===== config.mk =====
export PLATFORM = sky130hd
export DESIGN_NAME = fms_supervisor
export DESIGN_NICKNAME = d
export VERILOG_FILES = /design/src/fms_supervisor.v
export VERILOG_INCLUDE_DIRS = /design/src
export SDC_FILE = /design/constraint.sdc
export NUM_CORES = 1
export LEC_CHECK = 0
export BUFFER_PORTS_ARGS = -buffer_cell sky130_fd_sc_hd__buf_2
export CAP_MARGIN = 10
export CORE_ASPECT_RATIO = 0.7
export CORE_UTILIZATION = 50
export CTS_BUF_LIST = sky130_fd_sc_hd__clkbuf_16
export DETAILED_ROUTE_END_ITERATION = 10
export PLACE_DENSITY = 0.83
export SLEW_MARGIN = 5
export SYNTH_ARGS = -nofsm -noshare
export SYNTH_HDL_FRONTEND = slang
export SYNTH_SLANG_ARGS = --single-unit

===== constraint.sdc =====
create_clock -name i_clk_sys -period 12.15 [get_ports i_clk_sys]
set_clock_uncertainty 0.1 [all_clocks]
set_input_delay 1.215 -clock i_clk_sys [delete_from_list [all_inputs] [get_ports i_clk_sys]]
set_output_delay 1.215 -clock i_clk_sys [all_outputs]
set_load 0.02 [all_outputs]

===== src/fms_consts.vh =====
/*
  Constants shared by the fail-safe mode supervisor: register offsets,
  field positions, reset values, fault byte layout and timing figures.
  Assumes each user includes it by bare name.
*/
`ifndef FMS_CONSTS_VH
`define FMS_CONSTS_VH

// ----------------------------------------------------------------------
// Register map (byte addresses on APB)
// ----------------------------------------------------------------------
`define FMS_A_CTRL 8'h00
`define FMS_A_STAT 8'h04

// ----------------------------------------------------------------------
// Control register fields and values
// ----------------------------------------------------------------------
`define FMS_CTRL_W 11
`define FMS_CTRL_RST 11'h000
`define FMS_CTRL_OC_MASK 11'h7e0
`define FMS_C_ON_A 0
`define FMS_C_ON_B 1
`define FMS_C_TSEL_LO 2
`define FMS_C_TSEL_HI 3
`define FMS_C_PROT_OFF 4

// ----------------------------------------------------------------------
// Status register fields
// ----------------------------------------------------------------------
`define FMS_S_MODE_LO 0
`define FMS_S_MODE_HI 1
`define FMS_S_TIMEOUT 2
`define FMS_S_ARMED 3
`define FMS_S_OUT_A 4
`define FMS_S_OUT_B 5
`define FMS_S_FLT_LO 8
`define FMS_S_FLT_HI 11

// ----------------------------------------------------------------------
// Fault byte layout, shifted out on the serial port
// ----------------------------------------------------------------------
`define FMS_F_THERM 0
`define FMS_F_SUPHI 1
`define FMS_F_OVERCUR 2
`define FMS_F_OTHER 3

// ----------------------------------------------------------------------
// Serial frame and strap codes
// ----------------------------------------------------------------------
`define FMS_FRAME_BITS 4'h8
`define FMS_KEEPALIVE_BIT 7
`define FMS_STRAP_GND 2'h0
`define FMS_STRAP_OFF 2'h1
`define FMS_STRAP_A 2'h2
`define FMS_STRAP_BOTH 2'h3

// ----------------------------------------------------------------------
// Timing
// ----------------------------------------------------------------------
`define FMS_CLK_PERIOD_NS 5
`define FMS_OSC_PERIOD_NS 1000
`define FMS_WD_BASE_TICKS 1024

`endif


===== src/fms_supervisor.v =====
/*
  Fail-safe mode supervisor for a dual high-side switch: mode sequencing,
  keepalive watchdog, fault flag, thermal and supply-high protection,
  a minimal serial receiver and an APB register slave.
  Assumes all pin inputs are asynchronous to i_clk_sys and that the
  serial clock is much slower than i_clk_sys so its edges can be seen.
*/
// Our own choices: the register addresses and the APB interface to the registers.
// Operation
// - Sleep at power-up and when wake, init low
// - Sleep makes all settings read as zero
// - Normal when init high, no fault, no timeout
// - Fault mode: flag low, faulted outputs off
// - Arm watchdog on wake or init rising
// - Keepalive missing before timeout latches fail-safe
// - Timeout is oscillator ticks scaled by select
// - Fail-safe drives outputs from strap level
// - Fail-safe resets only overcurrent settings
// - Timeout flag reads one during fail-safe
// - Wake and init low, or strap grounded, exits
// - Grounded strap disables watchdog and fail-safe
// - Missing logic supply resets registers
// - Without logic supply direct inputs drive outputs
// - Any fault pulls fault flag low, except in sleep
// - Flag releases with fault, except overcurrent
// - Fault byte shifted out, cleared by transfer
// - Thermal check only while output on
// - Thermal shutdown retries, sets sticky bit
// - Supply high keeps outputs off meanwhile
// - Supply high sets fault bit position one
// - Protect-off setting suppresses supply high handling
// - Eight-bit frames, MSB first, rising clock sample
// - Init low resets configuration and fault bits
`timescale 1ns/1ps
`include "fms_consts.vh"

module fms_supervisor #(
  parameter OSC_DIV = `FMS_OSC_PERIOD_NS / `FMS_CLK_PERIOD_NS,
  parameter WD_BASE_TICKS = `FMS_WD_BASE_TICKS
) (
  input wire i_clk_sys, // System clock, 200 MHz.
  input wire i_rst, // Asynchronous reset, active high.
  input wire i_psel, // APB select.
  input wire i_penable, // APB enable.
  input wire i_pwrite, // APB write.
  input wire [7:0] i_paddr, // APB byte address.
  input wire [31:0] i_pwdata, // APB write data.
  output reg [31:0] o_prdata, // APB read data.
  output wire o_pready, // APB ready.
  output reg o_pslverr, // APB error on unmapped address.
  input wire i_wake, // Wake pin.
  input wire i_init_n, // Init pin, active low.
  input wire [1:0] i_failsafe_strap_pin, // Decoded strap resistor.
  input wire i_direct_ctrl_a, // Direct input for output a.
  input wire i_direct_ctrl_b, // Direct input for output b.
  input wire i_thermal_a, // Overtemperature sense a.
  input wire i_thermal_b, // Overtemperature sense b.
  input wire i_supply_high, // Supply overvoltage sense.
  input wire i_overcurrent, // Overcurrent event sense.
  input wire i_other_fault, // Open-load or undervoltage.
  input wire i_logic_supply_ok, // Logic supply in range.
  input wire i_serial_clk, // Serial clock pin.
  input wire i_serial_sel_n, // Serial select pin, active low.
  input wire i_serial_in, // Serial data in.
  output reg o_serial_out, // Serial data out.
  output reg o_serial_out_oe_n, // Serial out enable, low drives.
  output reg o_switch_out_a, // High-side output a.
  output reg o_switch_out_b, // High-side output b.
  output wire o_fault_flag_n_out, // Fault flag pin level, always 0.
  output reg o_fault_flag_n_oe_n // Fault flag enable, low pulls low.
);

  // --------------------------------------------------------------------
  // Modes and local widths
  // --------------------------------------------------------------------
  localparam MODE_SLEEP = 2'h0;
  localparam MODE_NORMAL = 2'h1;
  localparam MODE_FAULT = 2'h2;
  localparam MODE_FAILSAFE = 2'h3;
  localparam NSYNC = 15;
  localparam [15:0] WD_BASE = WD_BASE_TICKS;
  localparam [15:0] OSC_LAST = OSC_DIV - 1;

  // Combines a fault byte with new events; setting always wins.
  function [3:0] merge_faults;
    input [3:0] cur;
    input [3:0] clr;
    input [3:0] set;
    begin
      merge_faults = (cur & ~clr) | set;
    end
  endfunction

  // --------------------------------------------------------------------
  // Input synchronisers
  // --------------------------------------------------------------------
  wire [NSYNC-1:0] raw_in;
  reg [NSYNC-1:0] sync_a;
  reg [NSYNC-1:0] sync_b;
  assign raw_in = {i_wake, i_init_n, i_failsafe_strap_pin,
                   i_direct_ctrl_a, i_direct_ctrl_b, i_thermal_a,
                   i_thermal_b, i_supply_high, i_overcurrent,
                   i_other_fault, i_logic_supply_ok, i_serial_clk,
                   i_serial_sel_n, i_serial_in};

  // Two flops per pin; select resets to its idle high level.
  genvar gi;
  generate
    for (gi = 0; gi < NSYNC; gi = gi + 1)
    begin : g_sync
      always @(posedge i_clk_sys or posedge i_rst)
      begin
        if (i_rst)
        begin
          sync_a[gi] <= (gi == 1);
          sync_b[gi] <= (gi == 1);
        end
        else
        begin
          sync_a[gi] <= raw_in[gi];
          sync_b[gi] <= sync_a[gi];
        end
      end
    end
  endgenerate

  wire s_wake = sync_b[14];
  wire s_init_n = sync_b[13];
  wire [1:0] s_strap = sync_b[12:11];
  wire s_dir_a = sync_b[10];
  wire s_dir_b = sync_b[9];
  wire s_therm_a = sync_b[8];
  wire s_therm_b = sync_b[7];
  wire s_suphi = sync_b[6];
  wire s_ocur = sync_b[5];
  wire s_other = sync_b[4];
  wire s_vdd_ok = sync_b[3];
  wire s_sclk = sync_b[2];
  wire s_sel_n = sync_b[1];
  wire s_si = sync_b[0];

  // Previous samples for edge detection.
  reg p_wake;
  reg p_init_n;
  reg p_sclk;
  reg p_sel_n;
  always @(posedge i_clk_sys or posedge i_rst)
  begin
    if (i_rst)
    begin
      p_wake <= 1'b0;
      p_init_n <= 1'b0;
      p_sclk <= 1'b0;
      p_sel_n <= 1'b1;
    end
    else
    begin
      p_wake <= s_wake;
      p_init_n <= s_init_n;
      p_sclk <= s_sclk;
      p_sel_n <= s_sel_n;
    end
  end

  wire strap_gnd = (s_strap == `FMS_STRAP_GND);
  wire both_low = ~s_wake & ~s_init_n;
  wire arm_edge = (s_wake & ~p_wake) | (s_init_n & ~p_init_n);
  wire sclk_rise = s_sclk & ~p_sclk;
  wire sel_fall = ~s_sel_n & p_sel_n;
  wire sel_rise = s_sel_n & ~p_sel_n;
  // Registers are held at default while init is low or supply is out.
  wire cfg_clear = ~s_init_n | ~s_vdd_ok;

  // --------------------------------------------------------------------
  // Mode state, control register and serial receiver state
  // --------------------------------------------------------------------
  reg [1:0] mode;
  reg [`FMS_CTRL_W-1:0] ctrl;
  reg [3:0] faults;
  reg armed;
  reg failsafe;
  reg oc_hold;
  reg [7:0] rx_sh;
  reg [7:0] tx_sh;
  reg [3:0] rx_cnt;
  reg [3:0] tx_snap;
  reg last_keep;
  reg [15:0] osc_cnt;
  reg [15:0] wd_cnt;

  // Settings seen by the logic; sleep forces all of them to zero.
  wire [`FMS_CTRL_W-1:0] ctrl_eff =
    (mode == MODE_SLEEP) ? `FMS_CTRL_RST : ctrl;
  wire [1:0] tsel = ctrl_eff[`FMS_C_TSEL_HI:`FMS_C_TSEL_LO];
  wire prot_off = ctrl_eff[`FMS_C_PROT_OFF];

  // --------------------------------------------------------------------
  // Output command and protection
  // --------------------------------------------------------------------
  reg cmd_a;
  reg cmd_b;

  // Chooses the command source by mode and logic supply state.
  always @*
  begin
    cmd_a = 1'b0;
    cmd_b = 1'b0;
    if (!s_vdd_ok)
    begin
      cmd_a = s_dir_a;
      cmd_b = s_dir_b;
    end
    else if (mode == MODE_FAILSAFE)
    begin
      cmd_a = (s_strap == `FMS_STRAP_A) |
              (s_strap == `FMS_STRAP_BOTH);
      cmd_b = (s_strap == `FMS_STRAP_BOTH);
    end
    else if (mode != MODE_SLEEP)
    begin
      cmd_a = ctrl_eff[`FMS_C_ON_A] | s_dir_a;
      cmd_b = ctrl_eff[`FMS_C_ON_B] | s_dir_b;
    end
  end

  // Thermal sense counts only while its output is commanded on.
  wire hot_a = cmd_a & s_therm_a;
  wire hot_b = cmd_b & s_therm_b;
  wire suphi_act = s_suphi & ~prot_off;
  wire ocur_act = s_ocur | oc_hold;
  wire fault_now = hot_a | hot_b | suphi_act | ocur_act | s_other;

  wire [3:0] fault_set;
  assign fault_set[`FMS_F_THERM] = hot_a | hot_b;
  assign fault_set[`FMS_F_SUPHI] = suphi_act;
  assign fault_set[`FMS_F_OVERCUR] = s_ocur;
  assign fault_set[`FMS_F_OTHER] = s_other;

  // --------------------------------------------------------------------
  // Watchdog timing
  // --------------------------------------------------------------------
  wire osc_tick = (osc_cnt == OSC_LAST);
  wire [15:0] wd_limit = WD_BASE << tsel;
  wire wd_run = armed & ~strap_gnd & ~failsafe & (mode != MODE_SLEEP);
  wire frame_done = sel_rise & (rx_cnt == `FMS_FRAME_BITS);
  wire keep_now = rx_sh[`FMS_KEEPALIVE_BIT];
  wire keep_toggle = frame_done & (keep_now != last_keep);
  wire wd_expire = wd_run & osc_tick & (wd_cnt >= wd_limit - 16'h0001);

  // Internal oscillator model: one enable pulse per oscillator period.
  always @(posedge i_clk_sys or posedge i_rst)
  begin
    if (i_rst)
      osc_cnt <= 16'h0000;
    else if (osc_tick)
      osc_cnt <= 16'h0000;
    else
      osc_cnt <= osc_cnt + 16'h0001;
  end

  // Timeout counter restarts on every keepalive toggle.
  always @(posedge i_clk_sys or posedge i_rst)
  begin
    if (i_rst)
      wd_cnt <= 16'h0000;
    else if (!wd_run || keep_toggle || arm_edge)
      wd_cnt <= 16'h0000;
    else if (osc_tick)
      wd_cnt <= wd_cnt + 16'h0001;
  end

  // --------------------------------------------------------------------
  // Mode sequencing
  // --------------------------------------------------------------------
  // Arming, fail-safe latch and overcurrent hold.
  always @(posedge i_clk_sys or posedge i_rst)
  begin
    if (i_rst)
    begin
      armed <= 1'b0;
      failsafe <= 1'b0;
      oc_hold <= 1'b0;
    end
    else
    begin
      if (strap_gnd || both_low)
      begin
        armed <= 1'b0;
        failsafe <= 1'b0;
      end
      else
      begin
        if (arm_edge)
          armed <= 1'b1;
        if (wd_expire)
          failsafe <= 1'b1;
      end
      // Overcurrent holds the flag until both commands are off.
      if (s_ocur)
        oc_hold <= 1'b1;
      else if (!cmd_a && !cmd_b)
        oc_hold <= 1'b0;
    end
  end

  // Mode register follows pins, faults and the fail-safe latch.
  always @(posedge i_clk_sys or posedge i_rst)
  begin
    if (i_rst)
      mode <= MODE_SLEEP;
    else
    begin
      case (mode)
        MODE_SLEEP, MODE_NORMAL, MODE_FAULT, MODE_FAILSAFE:
        begin
          if (both_low)
            mode <= MODE_SLEEP;
          else if (failsafe || wd_expire)
            mode <= MODE_FAILSAFE;
          else if (fault_now)
            mode <= MODE_FAULT;
          else
            mode <= MODE_NORMAL;
        end
        default:
          mode <= MODE_SLEEP;
      endcase
    end
  end

  // --------------------------------------------------------------------
  // Outputs to the power stage and fault flag
  // --------------------------------------------------------------------
  // Protection gates the command; supply high forces both off.
  always @(posedge i_clk_sys or posedge i_rst)
  begin
    if (i_rst)
    begin
      o_switch_out_a <= 1'b0;
      o_switch_out_b <= 1'b0;
      o_fault_flag_n_oe_n <= 1'b1;
    end
    else
    begin
      o_switch_out_a <= cmd_a & ~hot_a & ~suphi_act & ~ocur_act;
      o_switch_out_b <= cmd_b & ~hot_b & ~suphi_act & ~ocur_act;
      o_fault_flag_n_oe_n <= ~(fault_now & (mode != MODE_SLEEP));
    end
  end

  assign o_fault_flag_n_out = 1'b0;

  // --------------------------------------------------------------------
  // Serial receiver and fault byte
  // --------------------------------------------------------------------
  // Samples data on rising serial clock, MSB first, eight bits a frame.
  always @(posedge i_clk_sys or posedge i_rst)
  begin
    if (i_rst)
    begin
      rx_sh <= 8'h00;
      tx_sh <= 8'h00;
      rx_cnt <= 4'h0;
      tx_snap <= 4'h0;
      last_keep <= 1'b0;
      o_serial_out <= 1'b0;
      o_serial_out_oe_n <= 1'b1;
    end
    else
    begin
      o_serial_out_oe_n <= s_sel_n;
      if (sel_fall)
      begin
        rx_cnt <= 4'h0;
        tx_sh <= {4'h0, faults};
        tx_snap <= faults;
        o_serial_out <= 1'b0;
      end
      else if (sclk_rise && !s_sel_n)
      begin
        rx_sh <= {rx_sh[6:0], s_si};
        tx_sh <= {tx_sh[6:0], 1'b0};
        o_serial_out <= tx_sh[6];
        if (rx_cnt != 4'hf)
          rx_cnt <= rx_cnt + 4'h1;
      end
      if (frame_done)
        last_keep <= keep_now;
      if (!wd_run)
        last_keep <= 1'b0;
    end
  end

  // Sticky fault bits; a valid frame clears the bits it shipped.
  always @(posedge i_clk_sys or posedge i_rst)
  begin
    if (i_rst)
      faults <= 4'h0;
    else if (cfg_clear)
      faults <= 4'h0;
    else if (frame_done)
      faults <= merge_faults(faults, tx_snap, fault_set);
    else
      faults <= merge_faults(faults, 4'h0, fault_set);
  end

  // --------------------------------------------------------------------
  // APB slave
  // --------------------------------------------------------------------
  wire apb_setup = i_psel & ~i_penable;
  wire apb_wr = i_psel & i_penable & i_pwrite;
  wire hit_ctrl = (i_paddr == `FMS_A_CTRL);
  wire hit_stat = (i_paddr == `FMS_A_STAT);
  wire [31:0] stat_word;

  assign o_pready = 1'b1;
  assign stat_word = {20'h00000, faults, 2'h0, o_switch_out_b,
                      o_switch_out_a, armed,
                      (mode == MODE_FAILSAFE), mode};

  // Control register; fail-safe entry resets overcurrent fields.
  always @(posedge i_clk_sys or posedge i_rst)
  begin
    if (i_rst)
      ctrl <= `FMS_CTRL_RST;
    else if (cfg_clear)
      ctrl <= `FMS_CTRL_RST;
    else if (wd_expire)
      ctrl <= ctrl & ~`FMS_CTRL_OC_MASK;
    else if (apb_wr && hit_ctrl && mode != MODE_FAILSAFE)
      ctrl <= i_pwdata[`FMS_CTRL_W-1:0];
  end

  // Read data and error are captured in the setup cycle.
  always @(posedge i_clk_sys or posedge i_rst)
  begin
    if (i_rst)
    begin
      o_prdata <= 32'h00000000;
      o_pslverr <= 1'b0;
    end
    else if (apb_setup)
    begin
      o_pslverr <= ~(hit_ctrl | hit_stat);
      if (hit_ctrl)
        o_prdata <= {21'h000000, ctrl_eff};
      else if (hit_stat)
        o_prdata <= stat_word;
      else
        o_prdata <= 32'h00000000;
    end
  end

endmodule

==> results.toml <==
[layout]
antenna_cells = 0
fin_util_pct = 60.2
syn_to_final_growth_pct = 17.2
nets = 610
drive_above_1_share_pct = 20.0
final_area_sq_mm = 0.00623
fillCellCount = 792
final_cells = 687

[global_routing]
grt-ovfl-total = 0
grt_pass1_wl_microns = 17300
grt_max_degree = 87
antenna_found_initial = 0
track_usage_pct = 20.8
grt_pass1_vias = 3660

[timing]
rsz0062_at_grt = "no"
tns_ns = 0
setup_viol = 0
fin_crit_ns = 2.99
drv_slew = 0
tightest_slew_ns = 1.10
holdWs_ns = 0.248
post-route-period-util_pct = 24.6
finalHoldViolations = 0
fmax_mhz = 334
setup_slack_ns = 9.16
relSlewSlack_pct = 26.4

[routing]
ant_nets = 0
drtIter0Drc = 430
wl_per_cell_microns = 15.7
first_pass_iters = 10
via_count = 3832
viasPerCell = 5.58
drc = 8
wl_microns = 10800

[status]
violations = "design-rule violations"
status = "finished with violations"

[clock_network]
h-tree-depth = 4
cts_setup_buffers = 0
cts_buffer_depth = 2
cts_made_buffers = 17
cts.sinks = 127
clk_pin_slew_ns = 0.06
clockRootBuffer = "clkbuf_16"
clock_latency_ns = 0.43
postCtsResizedCells = 0
tritoncts = "yes"
hold_buffers = 0

[floorplan]
core_area_sq_mm = 0.0104
start_util_pct = 51.3
die_w_microns = 125
io_pins = 100
die_height_microns = 88.3
rows = 31
dieArea_sq_mm = 0.0111

[place]
gp_congestion = 0.799
hpwlAfterDp_microns = 7150
placed_area_sq_mm = 0.00563
placedCellCount = 655
io_buffers = 56
pre_cts_ws_ns = 8.75

[logic_synthesis]
synth-seq-cells = 127
synth.avg_cell_area_sq_um = 11.1
yosysTopAreaCellShare_pct = 57.9
yosysTopAreaCell = "dfrtp_1"
synth_area_leaders = "dfrtp_1 58%, nand2_1 4.6%, xor2_1 3.3%, buf_4 3.1%, nor2_1 3.0%"
synth_edf_count = 0
ys_seq_area_share_pct = 59.9
synth_cell_types = 58
yosysMostFrequentCell = "dfrtp_1"
yosys_warnings = 0
synthCells = 478
ys_async_sr_fraction_pct = 100
synth_commonest_cells = "123 x dfrtp_1, 65 x nand2_1, 43 x nor2_1"
yosys_most_used_dff = "dfrtp_1"
syn_area_sq_mm = 0.00532

[power_and_ir_drop]
peakVddDrop_mv = 0.174
power_density_mw_per_mm2 = 163
finalPower_mw = 1.02
leakage_nw = 2.98

[critical_path]
r2r_start = "mode[1]"
critPathArrivalTime_ns = 3.23
path_max_fanout = 7
worstSetupPathType = "reg2reg"
required_ns = 12.39
worst_setup_path_end_kind = "register"
cp-startpoint = "mode[1]"
cp-start-kind = "register"

[run]
cap_violations = 0

[worst_hold_path]
hp-start = "sync_a[0]"
hp-class = "reg2reg"
## layout by cell type (no fill, tap or decap), types with 5 or more instances in the layout
master / Yosys / routed
ha_1: 8 / 8
nor2_1: 43 / 43
nor2b_1: 6 / 6
conb_1: 2 / 23
mux2_2: 8 / 8
a21oi_1: 16 / 16
and3_1: 7 / 7
nand2_1: 65 / 65
nand4_1: 8 / 8
clkbuf_16: 0 / 17
nor3_1: 7 / 6
buf_2: 4 / 56
dfrtp_1: 123 / 123
inv_1: 13 / 12
xor2_1: 20 / 20
a32oi_1: 6 / 6
a22o_1: 5 / 5
inv_6: 0 / 5
xnor2_1: 12 / 12
nand3_1: 29 / 29
inv_8: 0 / 6
o21ai_0: 7 / 7
## where the power goes
part / switching, mW / internal, mW / leakage [nW] / total [mW]
registers: 0.0143 / 0.444 / 1.64 / 0.458
logic: 0.0368 / 0.0202 / 1.05 / 0.0570
clock network: 0.210 / 0.293 / 0.291 / 0.503
total: 0.261 / 0.757 / 2.98 / 1.02
## flip-flops by register name, indices dropped and copies added (netlist names), 4 cells and up
signal / flops
osc_cnt: 16
tx_snap: 4
faults: 4
rx_sh: 8
tx_sh: 7
ctrl: 11
o_prdata: 12
sync_a: 15
rx_cnt: 4
wd_cnt: 16
## kinds of logic (layout without fill, tap and decap cells)
kind of cell / count (synthesis) / count (layout) / synth area share [%]
muxes: 9 / 9 / 1.88
buffers and inverters: 47 / 103 / 5.13
other: 2 / 23 / 0.141
adders and majority gates: 8 / 8 / 1.88
xor gates and xnor gates: 32 / 32 / 5.27
and+or+nand+nor: 190 / 190 / 17.4
DFF: 127 / 127 / 59.9
AOI/OAI and AO/OA: 63 / 63 / 8.40
## final timing paths
kind / to / slack, ns / cells past startpoint
min reg2reg: s_si / 0.25 / 0
max reg2reg: ctrl[9] / 9.16 / 8
min in group asynchronous: osc_cnt[11] / 0.74 / 2
max in group asynchronous: tx_snap[0] / 9.81 / 3
max: ctrl[9] / 9.16 / 8
min: s_si / 0.25 / 0
## worst max-delay path, cell delays in order, from the launching register on
cell and delay [ns]:
dfrtp_1 0.47, or2_2 0.37, nand2_1 0.09, ha_1 0.25, a221oi_1 0.33, nand2_1 0.12
o2111ai_1 0.56, nand3_1 0.40, a21oi_1 0.23
## routing by layer
| metal | track usage (%) | up-vias | wire length, microns |
|---|---|---|---|
| li1 | - | 1746 | - |
| met1 | 27.2 | 1877 | 4840 |
| met2 | 32.0 | 184 | 4990 |
| met3 | 7.01 | 25 | 777 |
| met4 | 9.76 | 0 | 201 |
| met5 | 0 | - | 0 |
## area by class of cell
| class | instances | area (sq um) | area share (%) |
|---|---|---|---|
| clock inverters | 15 | 166 | 2.67 |
| inverters | 13 | 51.3 | 0.823 |
| repair buffers | 58 | 295 | 4.74 |
| flip-flops and latches | 127 | 3180 | 51.1 |
| multi-input cells | 325 | 1940 | 31.2 |
| clock buffers | 17 | 425 | 6.83 |
| well taps | 132 | 165 | 2.65 |
Power figures use the tool's default switching activity.
